===== config.mk =====
export PLATFORM = sky130hd
export DESIGN_NAME = twid_decoder
export DESIGN_NICKNAME = d
export VERILOG_FILES = /design/src/shared/twid_pkg.sv /design/src/rtl/twid_decoder.sv /design/src/rtl/twid_field_split.sv /design/src/rtl/twid_phase_gen.sv
export VERILOG_INCLUDE_DIRS = /design/src /design/src/shared
export SDC_FILE = /design/constraint.sdc
export NUM_CORES = 1
export LEC_CHECK = 0
export BUFFER_PORTS_ARGS = -buffer_cell sky130_fd_sc_hd__buf_2
export CORE_ASPECT_RATIO = 0.75
export CORE_UTILIZATION = 30
export DETAILED_ROUTE_END_ITERATION = 10
export PLACE_DENSITY = 0.59
export RECOVER_POWER = 25
export SYNTH_ARGS = -nofsm -noshare
export SYNTH_HDL_FRONTEND = slang
export SYNTH_SLANG_ARGS = --single-unit

===== constraint.sdc =====
create_clock -name I_SYS_CLK -period 1.4 [get_ports I_SYS_CLK]
set_clock_uncertainty 0.1 [all_clocks]
set_input_delay 0.21 -clock I_SYS_CLK [delete_from_list [all_inputs] [get_ports I_SYS_CLK]]
set_output_delay 0.21 -clock I_SYS_CLK [all_outputs]
set_load 0.05 [all_outputs]

===== src/shared/twid_cfg.svh =====
// Constants for the twelve-bit instruction decoder: field positions and timing.
// Assumes nothing; include by bare name.
`ifndef TWID_CFG_SVH
`define TWID_CFG_SVH

// Field positions inside the 12-bit word.
`define TWID_WORD_W 12
`define TWID_BYTE_OP_HI 11
`define TWID_BYTE_OP_LO 6
`define TWID_DEST_BIT 5
`define TWID_FILE_HI 4
`define TWID_FILE_LO 0
`define TWID_BIT_OP_HI 11
`define TWID_BIT_OP_LO 8
`define TWID_BSEL_HI 7
`define TWID_BSEL_LO 5
`define TWID_LIT_OP_HI 11
`define TWID_LIT_OP_LO 8
`define TWID_LIT_HI 7
`define TWID_LIT_LO 0
`define TWID_JMP_OP_HI 11
`define TWID_JMP_OP_LO 9
`define TWID_JMP_HI 8
`define TWID_JMP_LO 0

// Register file address range.
`define TWID_FILE_MIN 7'h00
`define TWID_FILE_MAX 7'h7F

// Category boundaries on the top nibble.
`define TWID_TOP_BYTE_MAX 4'h3
`define TWID_TOP_BIT_MAX 4'h7
`define TWID_JMP_TOP3 3'h5

// Clock periods per instruction cycle.
`define TWID_OSC_PER_CYCLE 4
`define TWID_PHASE_W 2

// Nominal single-cycle time at a 4 MHz oscillator, in ns.
`define TWID_REF_OSC_MHZ 4
`define TWID_REF_CYCLE_NS ((1000 * `TWID_OSC_PER_CYCLE) / `TWID_REF_OSC_MHZ)

// Reset values of the outputs.
`define TWID_RST_OPCODE 6'h00
`define TWID_RST_FILE 5'h00
`define TWID_RST_LIT 9'h000

`endif


===== src/shared/twid_pkg.sv =====
// Types shared by the twelve-bit instruction decoder files.
// Assumes twid_cfg.svh supplies the numeric constants.
package twid_pkg;

  // Format category, one-hot.
  typedef enum logic [2:0] {
    TWID_CAT_BYTE = 3'h1,
    TWID_CAT_BIT = 3'h2,
    TWID_CAT_LIT = 3'h4
  } twid_cat_t;

  // Phase within an instruction cycle, one-hot.
  typedef enum logic [3:0] {
    TWID_PH_Q1 = 4'h1,
    TWID_PH_Q2 = 4'h2,
    TWID_PH_Q3 = 4'h4,
    TWID_PH_Q4 = 4'h8
  } twid_phase_t;

endpackage

===== src/rtl/twid_decoder.sv =====
// Top of the twelve-bit instruction decoder: latches one word per cycle,
// presents decoded fields, and stretches to two cycles when needed.
// Assumes program memory holds I_WORD valid at the end of each cycle and
// the datapath reports a true conditional test on I_TEST_TRUE.
//
// Overview of operation
// - Take one 12-bit word, split it.
// - Classify into byte, bit, literal category.
// - Byte format gives file address, destination.
// - Destination zero accumulator, one file register.
// - Bit format gives bit selector, file.
// - Literal operand eight or nine bits wide.
// - File addresses within 0x00 to 0x1F.
// - Don't-care bits never change decoding.
// - One cycle, two on skip or jump.
// - Four oscillator periods per instruction cycle.
// - Byte opcode 11-6, dest 5, file 4-0.
// - Bit opcode 11-8, selector 7-5, file.
// - Literal opcode 11-8, immediate 7-0.
// - Jump opcode 11-9, target 8-0.
`timescale 1ns/10ps
`include "twid_cfg.svh"

module twid_decoder (
  input wire logic I_SYS_CLK,
  input wire logic I_RESET,
  input wire logic [11:0] I_WORD,
  input wire logic I_TEST_TRUE,
  output twid_pkg::twid_cat_t O_CAT,
  output logic [5:0] O_OPCODE,
  output logic O_DEST_FILE,
  output logic O_DEST_ACC,
  output logic [2:0] O_BIT_SEL,
  output logic [6:0] O_FILE,
  output logic [8:0] O_LIT,
  output logic O_LIT9,
  output logic O_VALID,
  output logic O_FLUSH,
  output logic O_CYCLE_START
);

  logic cycle_end;
  twid_pkg::twid_cat_t next_cat;
  logic [5:0] next_opcode;
  logic next_dest_file;
  logic [2:0] next_bit_sel;
  logic [4:0] next_file;
  logic [8:0] next_lit;
  logic next_lit9;
  logic next_pc_change;
  logic pending_second;

  ////////////////////////////////////////////////////////////////////////////
  // four-phase sequencer.
  twid_phase_gen u_phase (
    .i_clk(I_SYS_CLK),
    .i_reset(I_RESET),
    .o_phase(),
    .o_cycle_end(cycle_end)
  );

  twid_field_split u_split (
    .i_word(I_WORD),
    .o_cat(next_cat),
    .o_opcode(next_opcode),
    .o_dest_file(next_dest_file),
    .o_bit_sel(next_bit_sel),
    .o_file(next_file),
    .o_lit(next_lit),
    .o_lit9(next_lit9),
    .o_pc_change(next_pc_change)
  );

  // Decides whether the coming cycle is the second of a stretched one.
  function automatic logic next_second();
    next_second = pending_second;
  endfunction

  ////////////////////////////////////////////////////////////////////////////
  // load fields once per cycle.
  // Loading only at the cycle boundary keeps them stable for four clocks;
  // during the second cycle of a stretched instruction the fields hold.
  // registered category.
  always_ff @(posedge I_SYS_CLK or posedge I_RESET) begin
    if (I_RESET) begin
      O_CAT <= twid_pkg::TWID_CAT_LIT;
      O_OPCODE <= `TWID_RST_OPCODE;
      O_BIT_SEL <= 3'h0;
      O_LIT <= `TWID_RST_LIT;
      O_LIT9 <= 1'b0;
    end else if (cycle_end && !next_second()) begin
      O_CAT <= next_cat;
      O_OPCODE <= next_opcode;
      O_BIT_SEL <= next_bit_sel;
      O_LIT <= next_lit;
      O_LIT9 <= next_lit9;
    end
  end

  always_ff @(posedge I_SYS_CLK or posedge I_RESET) begin
    if (I_RESET) begin
      O_FILE <= {2'h0, `TWID_RST_FILE};
      O_DEST_FILE <= 1'b0;
      O_DEST_ACC <= 1'b0;
    end else if (cycle_end && !next_second()) begin
      O_FILE <= {2'h0, next_file};
      O_DEST_FILE <= (next_cat == twid_pkg::TWID_CAT_BYTE) && next_dest_file;
      O_DEST_ACC <= (next_cat == twid_pkg::TWID_CAT_BYTE) && !next_dest_file;
    end
  end

  ////////////////////////////////////////////////////////////////////////////
  // stretch on test or jump.
  // A jump or call is known from the word; a skip only when the datapath
  // sees its test come true, so that is sampled at the cycle end.
  always_ff @(posedge I_SYS_CLK or posedge I_RESET) begin
    if (I_RESET) begin
      pending_second <= 1'b0;
    end else if (cycle_end) begin
      if (pending_second) begin
        pending_second <= 1'b0;
      end else begin
        pending_second <= next_pc_change || I_TEST_TRUE;
      end
    end
  end

  // Valid marks a fresh instruction; flush marks the idle second cycle.
  always_ff @(posedge I_SYS_CLK or posedge I_RESET) begin
    if (I_RESET) begin
      O_VALID <= 1'b0;
      O_FLUSH <= 1'b0;
      O_CYCLE_START <= 1'b0;
    end else begin
      O_CYCLE_START <= cycle_end;
      if (cycle_end) begin
        O_VALID <= !pending_second;
        // A flush cycle is exactly the second half of a stretched instruction.
        O_FLUSH <= pending_second;
      end
    end
  end

  // don't-care bits ignored.
  // The splitter zeroes every position a format does not define, so both
  // values of an x bit give identical outputs.

endmodule


===== src/rtl/twid_field_split.sv =====
// Combinational splitter of a 12-bit word into category and fields.
// Assumes the word is stable while it is read.
`timescale 1ns/10ps
`include "twid_cfg.svh"

module twid_field_split (
  input wire logic [11:0] i_word,
  output twid_pkg::twid_cat_t o_cat,
  output logic [5:0] o_opcode,
  output logic o_dest_file,
  output logic [2:0] o_bit_sel,
  output logic [4:0] o_file,
  output logic [8:0] o_lit,
  output logic o_lit9,
  output logic o_pc_change
);

  // Category from the top nibble: 0-3 byte, 4-7 bit, 8-F literal/control.
  function automatic twid_pkg::twid_cat_t cat_of(input logic [3:0] top);
    if (top <= `TWID_TOP_BYTE_MAX) begin
      cat_of = twid_pkg::TWID_CAT_BYTE;
    end else if (top <= `TWID_TOP_BIT_MAX) begin
      cat_of = twid_pkg::TWID_CAT_BIT;
    end else begin
      cat_of = twid_pkg::TWID_CAT_LIT;
    end
  endfunction

  ////////////////////////////////////////////////////////////////////////////
  // don't-care bits ignored.
  // Field extraction; unused positions are zeroed so don't-care bits vanish.
  always_comb begin
    o_cat = cat_of(i_word[11:8]);
    o_opcode = 6'h00;
    o_dest_file = 1'b0;
    o_bit_sel = 3'h0;
    o_file = i_word[`TWID_FILE_HI:`TWID_FILE_LO];
    o_lit = 9'h000;
    o_lit9 = 1'b0;
    o_pc_change = 1'b0;
    unique case (o_cat)
      twid_pkg::TWID_CAT_BYTE: begin
        o_opcode = i_word[`TWID_BYTE_OP_HI:`TWID_BYTE_OP_LO];
        o_dest_file = i_word[`TWID_DEST_BIT];
      end
      twid_pkg::TWID_CAT_BIT: begin
        o_opcode = {2'h0, i_word[`TWID_BIT_OP_HI:`TWID_BIT_OP_LO]};
        o_bit_sel = i_word[`TWID_BSEL_HI:`TWID_BSEL_LO];
      end
      twid_pkg::TWID_CAT_LIT: begin
        o_file = 5'h00;
        if (i_word[`TWID_JMP_OP_HI:`TWID_JMP_OP_LO] == `TWID_JMP_TOP3) begin
          o_opcode = {3'h0, i_word[`TWID_JMP_OP_HI:`TWID_JMP_OP_LO]};
          o_lit = i_word[`TWID_JMP_HI:`TWID_JMP_LO];
          o_lit9 = 1'b1;
          o_pc_change = 1'b1;
        end else begin
          o_opcode = {2'h0, i_word[`TWID_LIT_OP_HI:`TWID_LIT_OP_LO]};
          o_lit = {1'b0, i_word[`TWID_LIT_HI:`TWID_LIT_LO]};
          // Call (top nibble 9) also loads the program counter.
          o_pc_change = (i_word[11:8] == 4'h9);
        end
      end
      default: begin
        o_opcode = 6'h00;
      end
    endcase
  end

endmodule


===== src/rtl/twid_phase_gen.sv =====
// Four-phase sequencer that marks instruction cycle boundaries.
// Assumes one oscillator period per clock edge of i_clk.
`timescale 1ns/10ps
`include "twid_cfg.svh"

module twid_phase_gen (
  input wire logic i_clk,
  input wire logic i_reset,
  output twid_pkg::twid_phase_t o_phase,
  output logic o_cycle_end
);

  ////////////////////////////////////////////////////////////////////////////
  // Rotate one-hot phase; four clocks per instruction cycle.
  always_ff @(posedge i_clk or posedge i_reset) begin
    if (i_reset) begin
      o_phase <= twid_pkg::TWID_PH_Q1;
    end else begin
      unique case (o_phase)
        twid_pkg::TWID_PH_Q1: o_phase <= twid_pkg::TWID_PH_Q2;
        twid_pkg::TWID_PH_Q2: o_phase <= twid_pkg::TWID_PH_Q3;
        twid_pkg::TWID_PH_Q3: o_phase <= twid_pkg::TWID_PH_Q4;
        twid_pkg::TWID_PH_Q4: o_phase <= twid_pkg::TWID_PH_Q1;
        default: o_phase <= twid_pkg::TWID_PH_Q1;
      endcase
    end
  end

  // Flags the last clock of the cycle so the decoder can load on it.
  always_ff @(posedge i_clk or posedge i_reset) begin
    if (i_reset) begin
      o_cycle_end <= 1'b0;
    end else begin
      o_cycle_end <= (o_phase == twid_pkg::TWID_PH_Q3);
    end
  end

endmodule


# --- Yosys cells after proc, flatten, opt, wreduce, memory -nomap -nowiden ---
# Cells that the tools add are included.
op_classes:
  mux: 15
  eq_ne: 8
  addsub: 0
  n_div: 0
  n_bitwise: 0
  order_cmp: 2
  mul: 0
  n_reduce_logical: 6
  shift: 0
ops:
  columns: ["operator", "count"]
  rows:
  - ["two-way mux 9 bit", 2]
  - ["case mux 6 bit (3 select lines)", 1]
  - ["case mux 4 bit (3 select lines)", 1]
  - ["two-way mux 3 bit", 3]
  - ["equality test 3 bit (second input constant)", 2]
  - ["two-way mux 1 bit", 6]
  - ["two-way mux 5 bit", 1]
  - ["equality test 4 x 1 -> 1 bit (second input constant)", 1]
  - ["equality test 4 x 2 -> 1 bit (second input constant)", 1]
  - ["equality test 4 x 3 -> 1 bit (second input constant)", 1]
  - ["equality test 4 bit (second input constant)", 1]
  - ["less-or-equal comparator 4 x 2 -> 1 bit (second input constant)", 1]
  - ["less-or-equal comparator 4 x 3 -> 1 bit (second input constant)", 1]
  - ["two-way mux 4 bit", 1]
  - ["equality test 3 x 1 -> 1 bit (second input constant)", 1]
  - ["equality test 3 x 2 -> 1 bit (second input constant)", 1]
  - ["logical AND 1 bit", 3]
  - ["logical NOT 1 bit", 2]
  - ["logical OR 1 bit", 1]
word_totals:
  memories: 0
  register_bits: 38
  romBits: 0
  ramBits: 0
  out_inout_bits: 34
  latchBits: 0

# --- Logic depth before layout (Yosys ltp) ---
depth:
  word_depth: 7
  mapped_depth: 5
  ltp_nobuf: 3

# --- Hierarchy ---
# Synthesis repeated with hierarchy kept, for this count alone.
unflattened:
  hier_cells: 129
  area_unflattened_um2: 1725.4
modules_own_cells:
  columns: ["module", "cells_each", "n_inst", "area_per_inst_um2", "seq_area_each_um2"]
  rows:
  - ["twid_decoder", 77, 1, 1285.0, 827.0]
  - ["twid_field_split", 38, 1, 250.2, 0.0]
  - ["twid_phase_gen", 14, 1, 190.2, 126.4]

# --- Least setup slack after synthesis ---
# OpenSTA, ideal clock, no wires.
synth_timing:
  path_type: "register to register"
  startpoint: "register pending_second"
  endpoint: "register O_CAT[2]"
  setup_ps: 82
  setup_slack_ps: 186
  stages_incl_launch_ff: 5
  required_time_ps: 1218
  t_arrival_ps: 1032
  cell_sequence: "dfrtp_1 nand2b_1 buf_6 buf_6 mux2_4"
synth_between:
  elab_chain_len: 2
synth_lines:
  columns: ["item", "line", "rtl"]
  rows:
  - ["from (decl)", "twid_decoder.sv:51", "logic pending_second;"]
  - ["from (signal assigned)", "twid_decoder.sv:123", "pending_second <= next_pc_change || I_TEST_TRUE;"]
  - ["logical NOT 1 bit", "twid_decoder.sv:91", "end else if (cycle_end && !next_second()) begin"]
  - ["logical AND 1 bit", "twid_decoder.sv:91", null]
  - ["to (signal assigned)", "twid_decoder.sv:86", "O_CAT <= twid_pkg::TWID_CAT_LIT;"]
  - ["to (signal assigned)", "twid_decoder.sv:92", "O_CAT <= next_cat;"]
  - ["to (decl)", "twid_decoder.sv:29", "output twid_pkg::twid_cat_t O_CAT,"]
# No other way between the ends.
# A chain may end at the register's enable or synchronous reset.

# --- Worst setup path after layout ---
layout_timing:
  startpoint: "register O_CAT[2]"
  endpoint: "output port O_CAT[2]"
# No word-level cell between the ends.

==> results.sh <==
export IMPL_finalSetupViolCount=0
export IMPL_syn_cell_area_um2=1540
export IMPL_ys_seq_elements=38
export IMPL_die_x_um=84.6
export IMPL_post_cts_setup_buffers=0
export IMPL_cts_sinks=38
export IMPL_finalCritPeriodShare=0.950
export IMPL_clk_latency_ps=290
export IMPL_multi_input_area_um2=503
export IMPL_numPortBuffers=46
export IMPL_final_cell_mix="buf_2 (45), dfrtp_1 (36), nand2_1 (31), o21ai_0 (20), nand2b_1 (8)"
export IMPL_cts_clk_slew_worst_paths_ps=70
export IMPL_first_global_vias=1048
export IMPL_cts_htree_levels=2
export IMPL_synth_warnings=0
export IMPL_critPathMaxFanout=2
export IMPL_critPathTopFamily="flip-flops"
export IMPL_grt_pass1_wl_mm=4.86
export IMPL_fp_row_count=22
export IMPL_io_pins=49
export IMPL_grt_antenna_before_repair=0
export IMPL_power_per_cell_area_nw_per_um2=1400
export IMPL_status="finished, final reports clean"
export IMPL_ant_nets=0
export IMPL_gp_congestion=0.741
export IMPL_path_buf_inv=1
export IMPL_start_kind="flip-flop"
export IMPL_final_util=0.398
export IMPL_first_iter_violations=36
export IMPL_drive_gt1_frac=0.338
export IMPL_hold_class="primary input to flip-flop"
export IMPL_cap_violations=0
export IMPL_register_area_um2=953
export IMPL_relSlewSlack=0.657
export IMPL_route_vias_total=1091
export IMPL_clockRootBuffer="clkbuf_8"
export IMPL_period_minus_slack_ps=1330
export IMPL_n_antenna_cell=0
export IMPL_start_util=0.313
export IMPL_hpwl_mm=2.07
export IMPL_grt_use_total=0.117
export IMPL_numCtsBuffers=5
export IMPL_slew_viol_final=0
export IMPL_cpMaxStageDelayCell="dfstp_2"
export IMPL_ys_seq_area_frac=0.621
export IMPL_via_per_inst=4.28
export IMPL_die_area_um2=5410
export IMPL_cp_required_ps=1090
export IMPL_avgSynthCellArea_um2=10.8
export IMPL_ctsLongestPathBuffers=2
export IMPL_setup_tns_ps=0
export IMPL_leakagePower_nw=1.02
export IMPL_path_cells="buf_4"
export IMPL_max_freq_mhz=752
export IMPL_dp_slack_ps=98.7
export IMPL_crit_path_max_incr_delay_ps=540
export IMPL_final_common_cell="buf_2"
export IMPL_crit_arrival_ps=1020
export IMPL_area_delta_synth_final_pct=27.1
export IMPL_tightest_slew_ps=515
export IMPL_fin_nets=209
export IMPL_hold_ws_ps=72.1
export IMPL_drc_errors=0
export IMPL_postLayoutSetupSlackWorst_ps=70.4
export IMPL_fill_cells=494
export IMPL_synth_cell_types=28
export IMPL_place_area_um2=1840
export IMPL_worstSetupPathType="flip-flop to output pin"
export IMPL_synthCells=142
export IMPL_grt_max_degree=39
export IMPL_ir_drop_mv=0.730
export IMPL_die_y_um=64.0
export IMPL_drt_total_wl_mm=2.95
export IMPL_cts_tree="done"
export IMPL_finalInstanceArea_um2=1950
export IMPL_end_kind="output pin"
export IMPL_hold_viol_final=0
export IMPL_rsz0062_at_grt="false"
export IMPL_drtPass1Iterations=6
export IMPL_overflow=0
export IMPL_core_area_um2=4900
export IMPL_wl_per_cell_um=11.6
-- stage by stage --
stage / std cells / power, mW
2_1_floorplan: 143 / 1.70
3_3_place_gp: 246 / 1.85
3_5_place_dp: 246 / 1.85
4_1_cts: 255 / 2.77
5_1_grt: 255 / 2.86
6_report: 255 / 2.73
-- power breakdown --
part	switching (mW)	internal, mW	total, mW
Clock	0.375	0.532	0.907
Sequential	0.0446	1.19	1.23
Combinational	0.448	0.139	0.587
Total	0.868	1.86	2.73
-- cells by family (layout without fill, tap and decap cells) --
| group | after synthesis | in the layout | synth area share |
|---|---|---|---|
| and+or+nand+nor | 53 | 53 | 0.172 |
| DFF | 38 | 38 | 0.621 |
| AOI/OAI and AO/OA | 31 | 31 | 0.117 |
| buffers and inverters | 15 | 67 | 0.0587 |
| muxes | 3 | 3 | 0.0236 |
| other | 1 | 2 | 0.00244 |
| xor gates and xnor gates | 1 | 1 | 0.00571 |
-- Yosys cell counts --
cell,count,share of area
or2_2,1,0.0041
a21o_1,2,0.0098
nor2_1,1,0.0024
a21oi_1,3,0.0098
a22oi_1,1,0.0049
mux2i_1,1,0.0065
mux2_2,1,0.0073
clkbuf_1,1,0.0024
nor3_2,1,0.0065
a22o_1,3,0.017
o21ai_0,20,0.065
and2b_1,1,0.0049
nor2b_1,1,0.0041
mux2_4,1,0.0098
nand2_1,31,0.076
nor3_1,2,0.0065
o31ai_1,2,0.0098
nor4b_1,4,0.023
buf_4,4,0.020
inv_1,5,0.012
dfstp_2,2,0.034
and2_1,2,0.0081
buf_6,2,0.015
conb_1,1,0.0024
buf_2,3,0.0098
nand2b_1,9,0.037
dfrtp_1,36,0.59
xnor2_1,1,0.0057
-- metal layers --
layer  wire length [um]  GRT usage  vias up
met5                  0          0        -
met4                 21     0.0572        0
met3                151     0.0349        5
met2               1260      0.171       33
met1               1520      0.159      486
li1                   -          -      567
-- flip-flops by register name, indices dropped and copies added (netlist names), 3 cells and up --
name	count
O_FILE	5
O_OPCODE	6
O_LIT	9
O_CAT	3
u_phase.o_phase	4
O_BIT_SEL	3
-- final timing paths --
| kind | cells after the start | end | start | slack (ps) |
|---|---|---|---|---|
| max in group asynchronous | 4 | u_phase.o_phase[0] | I_RESET | 320 |
| max | 1 | O_CAT[2] | O_CAT[2] | 70 |
| min | 2 | O_BIT_SEL[1] | I_WORD[6] | 70 |
| min reg2reg | 2 | O_LIT[4] | O_LIT[4] | 380 |
| min in group asynchronous | 4 | O_CYCLE_START | I_RESET | 500 |
| max reg2reg | 3 | O_BIT_SEL[2] | pending_second | 210 |
-- final cells by class --
cell class                 count  area share
clock buffer                   6      0.0372
clock inverter                 2      0.0192
inverter                       5     0.00962
multi-input combinational     90       0.258
sequential                    38       0.488
tap                           60      0.0385
timing repair buffer          54       0.149
-- repair_timing --
item | in CTS | in global routing
gates cloned | 0 | 0
endpoints found under the hold margin | 36 | 0
hold buffers | 1 | 0
gates resized for setup | 1 | 1
endpoints found under the setup margin | 1 | 1
(Power assumes the default switching activity.)
